## src/pkg/rsx_pkg.sv

```systemverilog
package rsx_pkg;

  // Operation select from the decoder
  typedef enum logic [3:0] {
    RSX_OP_NONE = 4'h0,
    RSX_OP_ROTL_CARRY = 4'h1, // rotate_left_through_carry
    RSX_OP_ROTR_CARRY = 4'h2, // rotate_right_through_carry
    RSX_OP_ROTR_PLAIN = 4'h3, // rotate_right_plain
    RSX_OP_SET_CARRY = 4'h4, // set_bit_op on carry
    RSX_OP_SET_BIT = 4'h5, // set_bit_op on addressed bit
    RSX_OP_SHORT_JUMP = 4'h6, // short_relative_jump
    RSX_OP_SUB_BORROW = 4'h7, // subtract_with_borrow
    RSX_OP_SWAP = 4'h8, // nibble swap
    RSX_OP_EXCH_FULL = 4'h9, // full_exchange
    RSX_OP_EXCH_DIGIT = 4'ha, // digit_exchange
    RSX_OP_XOR_ACC = 4'hb, // exclusive_or_op into accumulator
    RSX_OP_XOR_DIR = 4'hc // exclusive_or_op into direct byte
  } rsx_op_t;

  // Operand addressing modes
  typedef enum logic [1:0] {
    RSX_AM_REG  = 2'h0,
    RSX_AM_DIR  = 2'h1,
    RSX_AM_IND  = 2'h2,
    RSX_AM_IMM  = 2'h3
  } rsx_am_t;

  // Processor status bits
  typedef struct packed {
    logic carry;
    logic auxiliary_carry_flag;
    logic overflow_flag;
  } rsx_flags_t;

  // Request from the decoder
  typedef struct packed {
    rsx_op_t op;
    rsx_am_t mode;
    logic [7:0] acc;
    logic [7:0] operand;   // Register, RAM, direct or immediate value
    logic [7:0] port_latch;  // Output latch of a port destination
    logic dest_is_port;
    logic [7:0] disp;
    logic [15:0] pc;
    logic [7:0] addr;
    logic [2:0] bit_sel;
    rsx_flags_t flags;
  } rsx_req_t;

  // Committed result
  typedef struct packed {
    logic acc_we;
    logic [7:0] acc;
    logic mem_we;
    logic [7:0] mem_addr;
    logic [7:0] mem_data;
    logic bit_we;
    logic [7:0] bit_addr;
    logic pc_we;
    logic [15:0] pc;
    rsx_flags_t flags;
  } rsx_res_t;

  localparam logic [15:0] RSX_JUMP_ADVANCE = 16'h0002;
  localparam logic [1:0] RSX_JUMP_CYCLES = 2'h2;
  localparam logic [1:0] RSX_ONE_CYCLE = 2'h1;
  localparam logic [7:0] RSX_ZERO_BYTE = 8'h00;
  localparam int RSX_NIB = 4;

endpackage

```

## src/rtl/rsx_alu.sv

```systemverilog
`timescale 1ns/100ps
// Functional notes
// - Rotate left through carry: A7 to carry, carry to A0, one cycle.
// - Rotate right through carry: A0 to carry, carry to A7, one cycle.
// - Set bit forces carry or addressed bit to one; one cycle.
// - Short jump target is PC plus two plus sign-extended displacement.
// - Short jump is unconditional and takes two cycles.
// - Subtract with borrow writes A minus carry minus source; carry is borrow.
// - Auxiliary carry set on borrow out of bit 3, else cleared.
// - Overflow is borrow into bit 7 xor borrow out of bit 7.
// - Subtract accepts register, direct, indirect, immediate; one cycle each.
// - Nibble swap exchanges accumulator halves, flags untouched.
// - Full exchange swaps accumulator and operand in one cycle.
// - Digit exchange swaps low nibbles with indirect RAM byte only.
// - Exclusive-or stores bitwise result in destination, flags untouched.
// - Accumulator destination takes any mode; direct takes accumulator or immediate.
// - Port destination uses output latch value, not pin levels.
module rsx_alu (
  // Clock and reset
  input wire logic clk_i,
  input wire logic reset_i,
  // Decoder request
  input wire logic req_valid_i,
  input wire rsx_pkg::rsx_req_t req_i,
  // Commit
  output rsx_pkg::rsx_res_t res_o,
  output logic res_valid_o,
  output logic busy_o,
  output logic illegal_o
);
  typedef enum logic [1:0] {
    RSX_ST_IDLE = 2'b00,
    RSX_ST_JUMP = 2'b01
  } rsx_state_t;

  rsx_state_t state_q, state_d;
  rsx_pkg::rsx_res_t res_q, res_d, jump_q, jump_d;
  logic valid_q, valid_d, busy_q, busy_d, ill_q, ill_d;
  logic [7:0] sub_diff;
  logic sub_c, sub_aux, sub_ov;

  // Sign-extend the displacement and add to the advanced counter
  function automatic logic [15:0] rsx_rel_target(input logic [15:0] pc,
                                                input logic [7:0] rel);
    rsx_rel_target = pc + rsx_pkg::RSX_JUMP_ADVANCE + {{8{rel[7]}}, rel};
  endfunction

  // Nibble halves exchanged
  function automatic logic [7:0] rsx_swap_nib(input logic [7:0] v);
    rsx_swap_nib = {v[rsx_pkg::RSX_NIB-1:0], v[7:rsx_pkg::RSX_NIB]};
  endfunction

  rsx_borrow_sub u_borrow_sub (
    .acc_i(req_i.acc),
    .src_i(req_i.operand),
    .borrow_i(req_i.flags.carry),
    .diff_o(sub_diff),
    .carry_o(sub_c),
    .aux_o(sub_aux),
    .ovf_o(sub_ov)
  );

  // Operation decode and next state
  always_comb begin
    logic [7:0] xsrc;
    xsrc = req_i.operand;
    state_d = state_q;
    res_d = '0;
    res_d.flags = req_i.flags;
    jump_d = jump_q;
    valid_d = 1'b0;
    busy_d = 1'b0;
    ill_d = 1'b0;
    unique case (state_q)
      RSX_ST_IDLE: begin
        if (req_valid_i) begin
          valid_d = 1'b1;
          unique case (req_i.op)
            rsx_pkg::RSX_OP_ROTL_CARRY: begin
              res_d.acc_we = 1'b1;
              res_d.acc = {req_i.acc[6:0], req_i.flags.carry};
              res_d.flags.carry = req_i.acc[7];
            end
            rsx_pkg::RSX_OP_ROTR_CARRY: begin
              res_d.acc_we = 1'b1;
              res_d.acc = {req_i.flags.carry, req_i.acc[7:1]};
              res_d.flags.carry = req_i.acc[0];
            end
            rsx_pkg::RSX_OP_ROTR_PLAIN: begin
              res_d.acc_we = 1'b1;
              res_d.acc = {req_i.acc[0], req_i.acc[7:1]};
            end
            rsx_pkg::RSX_OP_SET_CARRY: begin
              res_d.flags.carry = 1'b1;
            end
            rsx_pkg::RSX_OP_SET_BIT: begin
              res_d.bit_we = 1'b1;
              res_d.bit_addr = req_i.addr;
            end
            rsx_pkg::RSX_OP_SHORT_JUMP: begin
              // Unconditional; commit on the second cycle
              valid_d = 1'b0;
              busy_d = 1'b1;
              jump_d = '0;
              jump_d.flags = req_i.flags;
              jump_d.pc_we = 1'b1;
              jump_d.pc = rsx_rel_target(req_i.pc, req_i.disp);
              state_d = RSX_ST_JUMP;
            end
            rsx_pkg::RSX_OP_SUB_BORROW: begin
              // Every addressing mode resolves to one operand byte
              res_d.acc_we = 1'b1;
              res_d.acc = sub_diff;
              res_d.flags.carry = sub_c;
              res_d.flags.auxiliary_carry_flag = sub_aux;
              res_d.flags.overflow_flag = sub_ov;
            end
            rsx_pkg::RSX_OP_SWAP: begin
              res_d.acc_we = 1'b1;
              res_d.acc = rsx_swap_nib(req_i.acc);
            end
            rsx_pkg::RSX_OP_EXCH_FULL: begin
              if (req_i.mode == rsx_pkg::RSX_AM_IMM) begin
                ill_d = 1'b1;
                valid_d = 1'b0;
              end else begin
                res_d.acc_we = 1'b1;
                res_d.acc = req_i.operand;
                res_d.mem_we = 1'b1;
                res_d.mem_addr = req_i.addr;
                res_d.mem_data = req_i.acc;
              end
            end
            rsx_pkg::RSX_OP_EXCH_DIGIT: begin
              if (req_i.mode != rsx_pkg::RSX_AM_IND) begin
                ill_d = 1'b1;
                valid_d = 1'b0;
              end else begin
                res_d.acc_we = 1'b1;
                res_d.acc = {req_i.acc[7:4], req_i.operand[3:0]};
                res_d.mem_we = 1'b1;
                res_d.mem_addr = req_i.addr;
                res_d.mem_data = {req_i.operand[7:4], req_i.acc[3:0]};
              end
            end
            rsx_pkg::RSX_OP_XOR_ACC: begin
              res_d.acc_we = 1'b1;
              res_d.acc = req_i.acc ^ req_i.operand;
            end
            rsx_pkg::RSX_OP_XOR_DIR: begin
              // Direct destination takes accumulator or immediate only
              if (req_i.mode != rsx_pkg::RSX_AM_REG && req_i.mode != rsx_pkg::RSX_AM_IMM) begin
                ill_d = 1'b1;
                valid_d = 1'b0;
              end else begin
                if (req_i.dest_is_port) begin
                  xsrc = req_i.port_latch;
                end
                res_d.mem_we = 1'b1;
                res_d.mem_addr = req_i.addr;
                // REG mode here means the accumulator is the mask
                res_d.mem_data = xsrc ^ ((req_i.mode == rsx_pkg::RSX_AM_REG) ?
                                 req_i.acc : req_i.disp);
              end
            end
            default: begin
              valid_d = 1'b0;
            end
          endcase
        end
      end
      RSX_ST_JUMP: begin
        res_d = jump_q;
        valid_d = 1'b1;
        state_d = RSX_ST_IDLE;
      end
      default: begin
        state_d = RSX_ST_IDLE;
      end
    endcase
  end

  // Registers
  always_ff @(posedge clk_i) begin
    if (reset_i) begin
      state_q <= RSX_ST_IDLE;
      res_q <= '0;
      jump_q <= '0;
      valid_q <= 1'b0;
      busy_q <= 1'b0;
      ill_q <= 1'b0;
    end else begin
      state_q <= state_d;
      res_q <= res_d;
      jump_q <= jump_d;
      valid_q <= valid_d;
      busy_q <= busy_d;
      ill_q <= ill_d;
    end
  end

  assign res_o = res_q;
  assign res_valid_o = valid_q;
  assign busy_o = busy_q;
  assign illegal_o = ill_q;
endmodule

```

## src/rtl/rsx_subtract_with_borrow.sv

```systemverilog
`timescale 1ns/100ps
// Borrow subtract of accumulator minus carry minus source, with flag outputs
module rsx_borrow_sub (
  // Operands
  input wire logic [7:0] acc_i,
  input wire logic [7:0] src_i,
  input wire logic borrow_i,
  // Result
  output logic [7:0] diff_o,
  output logic carry_o,
  output logic aux_o,
  output logic ovf_o
);
  logic [8:0] full;
  logic [4:0] low;
  logic [7:0] low7;

  // Borrow chain taps at bits 3, 6 and 7
  always_comb begin
    full = {1'b0, acc_i} - {1'b0, src_i} - {8'h00, borrow_i};
    low = {1'b0, acc_i[3:0]} - {1'b0, src_i[3:0]} - {4'h0, borrow_i};
    low7 = {1'b0, acc_i[6:0]} - {1'b0, src_i[6:0]} - {7'h00, borrow_i};
    diff_o = full[7:0];
    carry_o = full[8];
    aux_o = low[4];
    ovf_o = full[8] ^ low7[7];
  end
endmodule

```

## config.mk

```make
export PLATFORM = sky130hd
export DESIGN_NAME = rsx_alu
export DESIGN_NICKNAME = d
export VERILOG_FILES = /design/src/pkg/rsx_pkg.sv /design/src/rtl/rsx_alu.sv /design/src/rtl/rsx_subtract_with_borrow.sv
export SDC_FILE = /design/constraint.sdc
export NUM_CORES = 1
export LEC_CHECK = 0
export BUFFER_PORTS_ARGS = -buffer_cell sky130_fd_sc_hd__buf_4
export CAP_MARGIN = 10
export CORE_AREA = 2 2 96 98
export CTS_BUF_LIST = sky130_fd_sc_hd__clkbuf_8
export DETAILED_ROUTE_END_ITERATION = 10
export DIE_AREA = 0 0 98 100
export PLACE_DENSITY = 0.81
export SLEW_MARGIN = 25
export SYNTH_ARGS = -nofsm -noshare
export SYNTH_HDL_FRONTEND = slang
export SYNTH_SLANG_ARGS = --single-unit
```

## constraint.sdc

```tcl
create_clock -name clk_i -period 4.3 [get_ports clk_i]
set_clock_uncertainty 0.2 [all_clocks]
set_input_delay 0.43 -clock clk_i [delete_from_list [all_inputs] [get_ports clk_i]]
set_output_delay 0.43 -clock clk_i [all_outputs]
set_load 0.01 [all_outputs]
```

## Word level (Yosys, flattened, before mapping)

Cells that the tools add are included.

- Div/mod/pow operators: 0
- Muxes and demuxes: 27
- Equality and inequality tests: 15
- Order comparisons: 0
- Reductions and logical operators: 11
- Bitwise operators: 7
- Add/subtract/negate cells: 8
- $mul: 0
- Shifts and indexed selects: 0

Operator list:

| kind | count |
|---|---|
| $pmux 9 s8 | 1 |
| $mux 26 | 2 |
| $pmux 17 s3 | 1 |
| $mux 8 | 6 |
| $eq 4x4->1 const B | 5 |
| $mux 17 | 1 |
| $add 16x16->16 | 1 |
| $add 16x2->16 const B | 1 |
| $eq 4x3->1 const B | 4 |
| $xor 8x8->8 | 2 |
| $mux 9 | 1 |
| $sub 8x8->9 | 1 |
| $sub 9x1->9 | 1 |
| $eq 4x2->1 const B | 2 |
| $mux 1 | 8 |
| $pmux 1 s4 | 2 |
| $reduce_or 8->1 | 1 |
| $sub 7x7->8 | 1 |
| $sub 8x1->8 | 1 |
| $pmux 3 s2 | 1 |
| $sub 4x4->5 | 1 |
| $sub 5x1->5 | 1 |
| $eq 4x1->1 const B | 1 |
| $logic_not 2->1 | 2 |
| other kinds (15) | 20 |

- Bits in writable memories: 0
- Memory bits (read-only): 0
- Bits in latches: 0
- Output and inout bits: 58
- Flip-flop bits (word level): 79
- Bits of input ports: 72
- Memories kept: 0
- Logic and storage cells: 89

## Logic depth before layout (Yosys ltp)

- Depth after elaboration: 9
- Gate-level depth with buffers: 13
- Mapped depth without buffers: 13

## By module

Synthesis repeated with hierarchy kept, for this count alone.

- Cell total of the unflattened synthesis: 575
- Area, all modules: 4942.2 um^2

By module, submodules not included:

| module | cells each | times used | area an instance (um^2) | seq. area each (um^2) |
|---|---|---|---|---|
| rsx_alu | 503 | 1 | 4360.4 | 1581.5 |
| rsx_borrow_sub | 72 | 1 | 581.8 | 0.0 |

## Worst setup path before layout

No wires, ideal clock.

- Path kind: input-to-reg
- Start: in req_i[2] (netlist name)
- End: reg res_q (netlist bit res_o[0])
- Stages: 10
- Path slack: 1435 ps
- Path buffers: 0
- Arrival time: 2532 ps
- Required time: 3967 ps
- Library setup time: 133 ps
- Cell sequence: inv_1 fa_1 fa_1 nand2b_1 a2111o_1 a41oi_2 o21bai_2 xnor2_2 xnor2_1 o22ai_1

- Cells in the longest elaborated chain, start to end: 5
- Elaborated cells between the ends (all ways): 6
- Those cells by class: add/sub: 2; mux: 3; bitwise: 1

Ends and longest elaborated chain:

| element | line | RTL |
|---|---|---|
| start: declaration | rsx_alu.sv:24 | `input wire rsx_pkg::rsx_req_t req_i,` |
| $sub 9x1->9 or $sub 8x1->8 (tied branches) | rsx_subtract_with_borrow.sv:20, rsx_subtract_with_borrow.sv:22 |  |
| $xor 1x1->1 * | rsx_subtract_with_borrow.sv:26 | `ovf_o = full[8] ^ low7[7];` |
| $mux 2 * | rsx_alu.sv:78 | `unique case (req_i.op)` |
| $mux 3 * | rsx_alu.sv:76 | `if (req_valid_i) begin` |
| $pmux 3 s2 * | rsx_alu.sv:74 | `unique case (state_q)` |
| end signal: assignment | rsx_alu.sv:194 | `res_q <= res_d;` |
| end: declaration | rsx_alu.sv:37 | `rsx_pkg::rsx_res_t res_q, res_d, jump_q, jump_d;` |

Mark *: on every way between the ends. The rest lies on a longest branch, timed or not.
A chain may end at the register's enable or synchronous reset.

## Worst setup path after layout

Same ends and word-level chain as after synthesis.

==> parameters.txt <==
Parameter                              Value

Placed design
  Worst setup slack before clock tree synthesis ... 1035 ps
  Total placed cells including tap cells ... 758
  GP Congestion ... approximately 0.96
  Half-perimeter wire length after placement ... roughly 10000 um
  Count of buffers from port buffering ... 126

Critical path
  Worst setup startpoint ... req_i[2]
  Worst reg2reg endpoint ... res_o[40]$_SDFF_PP0_
  Delay contributed by the slowest stage of the critical path ... 470 ps
  Kind of start point of the critical path ... input pin
  Critical Path AT ... 2930 ps
  Count of cells along the worst register-to-register path ... 6
  Critical R2R Launch ... state_q[0]$_SDFFE_PP0P_
  Slowest cell on the critical path ... sky130_fd_sc_hd__fa_1
  Crit path capture type ... flip-flop
  Worst setup path category ... in -> reg
  Worst EP required ... 4320 ps
  Register-to-register path setup slack ... a little under 2000 ps
  Top cell by count, worst path ... sky130_fd_sc_hd__fa_1
  Maximum fanout count along the critical path ... 4
  Cell-by-cell listing of the critical path ... buf_4 > inv_1 > fa_1 > fa_1 > nand2b_1 > a2111o_1 > a41oi_2 > o21bai_2 > xnor2_2 > xnor2_1 > o22ai_1

Clocking
  Post-CTS setup buffers ... 0
  Buffer levels on the longest clock path ... 2
  Clk sinks ... 79
  Total of cells resized after clock tree synthesis ... 0
  Clk_lat worst skew ... 350 ps
  Clock input transition at the sequential cells of the worst setup and hold paths ... 90 ps
  CTS root buffer ... sky130_fd_sc_hd__clkbuf_8
  Clock tree from TritonCTS ... yes
  CTS Buf Count ... 9
  Total number of H-tree levels ... 3
  Hold Buf Count CTS ... 0

Floorplan
  Die ar. ... slightly below 10000 um^2
  Die extent in x ... 98 um
  Io pins ... 130
  Std cell rows ... 35
  Overall die height ... about 100 um
  Initial core utilization ... a little over half
  Placeable Area ... 8890 um^2

Logic synthesis
  Most area-hungry cell type in the Yosys netlist ... sky130_fd_sc_hd__dfxtp_1
  Number of distinct library cells after synthesis ... 61
  Cell area after synthesis ... ~4700 um^2
  Top FF cell, synth ... sky130_fd_sc_hd__dfxtp_1
  Area share of fa/ha/maj cells after synthesis ... 13.62%
  Share of flip-flops with an asynchronous set or reset ... 0%
  Synthesized area per cell ... 8.640 um^2
  Share of synthesized area occupied by flip-flops and latches ... 33.90%
  Synth Area in XOR/XNOR ... 5.605%
  Synthesized netlist net count ... 661
  Area fraction in compound gates after synthesis ... a little under a fifth
  Synthesis warning total ... 0
  Multiplexer share of the synthesized area ... under 10%
  Most instantiated cells after synthesis ... sky130_fd_sc_hd__dfxtp_1 (79), sky130_fd_sc_hd__nand2_1 (49), sky130_fd_sc_hd__ha_1 (46), sky130_fd_sc_hd__a21oi_1 (45), sky130_fd_sc_hd__nor2_1 (37)
  Most common cell in the netlist ... sky130_fd_sc_hd__dfxtp_1
  Area share of the largest cell type after synthesis ... 33.90%
  Combinational family with the most area after synthesis ... simple AND/OR/NAND/NOR gates
  Fraction of the mapped netlist area in simple logic gates ... about a fifth
  Post-synthesis sequential element count ... 79
  Dominant cells by area after synthesis ... sky130_fd_sc_hd__dfxtp_1 (34%), sky130_fd_sc_hd__ha_1 (12%), sky130_fd_sc_hd__a21oi_1 (4.8%)
  Count of flip-flops with a built-in enable after synthesis ... 0
  Number of instances in the synthesized netlist ... 540

Power and ir drop
  Final Total Pwr ... 0.001720 W
  Worst VDD drop ... roughly 0.17 mV
  PD cells ... between 200 and 300 nW/um^2
  Leakage component of the power ... 2.647 nW

Cells and area
  Layout Cells excl Fill ... ~770
  Antenna cell count ... 0
  Layout Nets ... 779
  Final cell utilization of the core ... 66.09%
  Area delta synth->final ... 25.93%
  Proportion of layout cells with a drive suffix above 1 ... between 20% and 30%

Timing
  Setup repair after global routing missed its margin ... false
  Worst max-slew margin expressed relative to the limit ... 37.89%
  Sum of negative setup slack ... 0 ps
  Period Utilization, post-route ... around two thirds
  Minimum clock period ... 2911 ps
  Count of endpoints failing hold in the final timing report ... 0
  Max frequency ... 343.5 MHz
  Max-slew violation count ... 0
  Worst Slack Setup Final ... between 1000 and 1500 ps
  Setup Viol. Count Final ... 0
  Slew at the pin closest to its max-slew limit ... 924.6 ps

Worst hold path
  Count of cells along the worst hold path ... 2
  Class of the worst hold path ... in -> reg
  Origin of the worst min-delay path ... req_i[10]
  Terminating pin of the worst hold path ... res_o[24]$_SDFF_PP0_

Detailed routing
  Routed wire length on met3 ... 817 um
  Iter 0 DRT Violations ... 273
  Pre-antenna DRT Iters ... 5
  Via count ... around 4.4k
  Top sig layer ... met4
  Total wirelength of the detailed-routed design ... 13340 um
  Post-DR vias/cell ... 5.705
  Routed wl met2 ... 6760 um
  Average wire per standard cell ... approximately 17 um
  Detail Route Antenna Nets ... 0
  DRC ... 0
  Routed metal-1 wirelength ... ~5400 um

GRT
  Global-route total usage across every layer ... 26.88%
  Sum of overflow across all layers after global routing ... 0
  First-pass GRT wire length ... roughly 21000 um
  Number of antenna violations at the first check in global routing ... 0
  Vias in the first global route ... around 4.2k
  Largest net degree at the start of global routing ... 36

Job
  Max_cap viols ... 0

Run status
  Result of the run ... finished clean
final cells by class:
type | count | area, um^2
multi-input combinational | 406 | 2877
timing repair buffer | 128 | 960.9
clock buffer | 10 | 137.6
fill | 746 | 3014
tap | 111 | 138.9
sequential | 79 | 1582
clock inverter | 6 | 52.55
inverter | 34 | 127.6
routing by layer:
layer / vias to the layer above / GRT usage [%]
met5: - / 0
met4: 0 / 10.36
met3: 25 / 4.039
met2: 180 / 47.58
met1: 2067 / 33.03
li1: 2144 / -
flip-flops by register name, indices dropped and copies added (netlist names):
signal,flops
res_o,55
jump_q,20
res_valid_o,1
state_q,1
busy_o,1
illegal_o,1
logic make-up after synthesis:
| family | Yosys count |
|---|---|
| xor+xnor | 29 |
| mux | 16 |
| simple gates | 181 |
| fa+ha+maj | 49 |
| compound gates | 131 |
| buf+inv | 55 |
| flops | 79 |
stage by stage:
step / area, um^2 / hold WS [ps]
2_1_floorplan: 4666 / 227.3
3_3_place_gp: 5680 / 234.8
3_5_place_dp: 5685 / 243.2
4_1_cts: 5876 / 72.64
5_1_grt: 5876 / 66.76
6_report: 5876 / 83.15
power breakdown:
part,internal [W],switching [W]
sequential,0.000741,0.00000335
combinational,0.000194,0.000246
clock,0.000234,0.000301
total,0.00117,0.000551
cell usage in the layout, fill, tap and decap left out, types with 3 or more instances in the layout:
master	n
sky130_fd_sc_hd__a211oi_1	5
sky130_fd_sc_hd__a21o_1	6
sky130_fd_sc_hd__a21oi_1	45
sky130_fd_sc_hd__a221oi_1	3
sky130_fd_sc_hd__a22oi_1	12
sky130_fd_sc_hd__a31oi_1	8
sky130_fd_sc_hd__and2_1	33
sky130_fd_sc_hd__and3_1	5
sky130_fd_sc_hd__buf_4	128
sky130_fd_sc_hd__clkbuf_8	10
sky130_fd_sc_hd__dfxtp_1	79
sky130_fd_sc_hd__fa_1	3
sky130_fd_sc_hd__ha_1	46
sky130_fd_sc_hd__inv_1	33
sky130_fd_sc_hd__mux2i_1	16
sky130_fd_sc_hd__nand2_1	49
sky130_fd_sc_hd__nand2b_1	7
sky130_fd_sc_hd__nand3_1	11
sky130_fd_sc_hd__nand3b_1	4
sky130_fd_sc_hd__nand4b_1	3
sky130_fd_sc_hd__nor2_1	37
sky130_fd_sc_hd__nor2b_1	6
sky130_fd_sc_hd__nor3_1	10
sky130_fd_sc_hd__o21ai_0	19
sky130_fd_sc_hd__o22ai_1	5
sky130_fd_sc_hd__or3_1	4
sky130_fd_sc_hd__xnor2_1	13
sky130_fd_sc_hd__xor2_1	15
worst max-delay path: cells and delay by family:
family                     cells  cell delay [ps]
adders and majority gates      2              880
and+or+nand+nor                1              190
buffers and inverters          2              180
AOI/OAI and AO/OA              4              920
xor gates and xnor gates       2              320
worst max-delay path by stage:
stage | to | slack, ps | depth (start not counted)
detailed placement | res_o[0]$_SDFF_PP0_ | 1030 | 11
floorplan | res_o[0]$_SDFF_PP0_ | 1440 | 10
global route | res_o[0]$_SDFF_PP0_ | 1300 | 11
CTS | res_o[0]$_SDFF_PP0_ | 1400 | 11
finish | res_o[0]$_SDFF_PP0_ | 1390 | 11
global placement | res_o[0]$_SDFF_PP0_ | 1120 | 11
(Power assumes the default switching activity.)
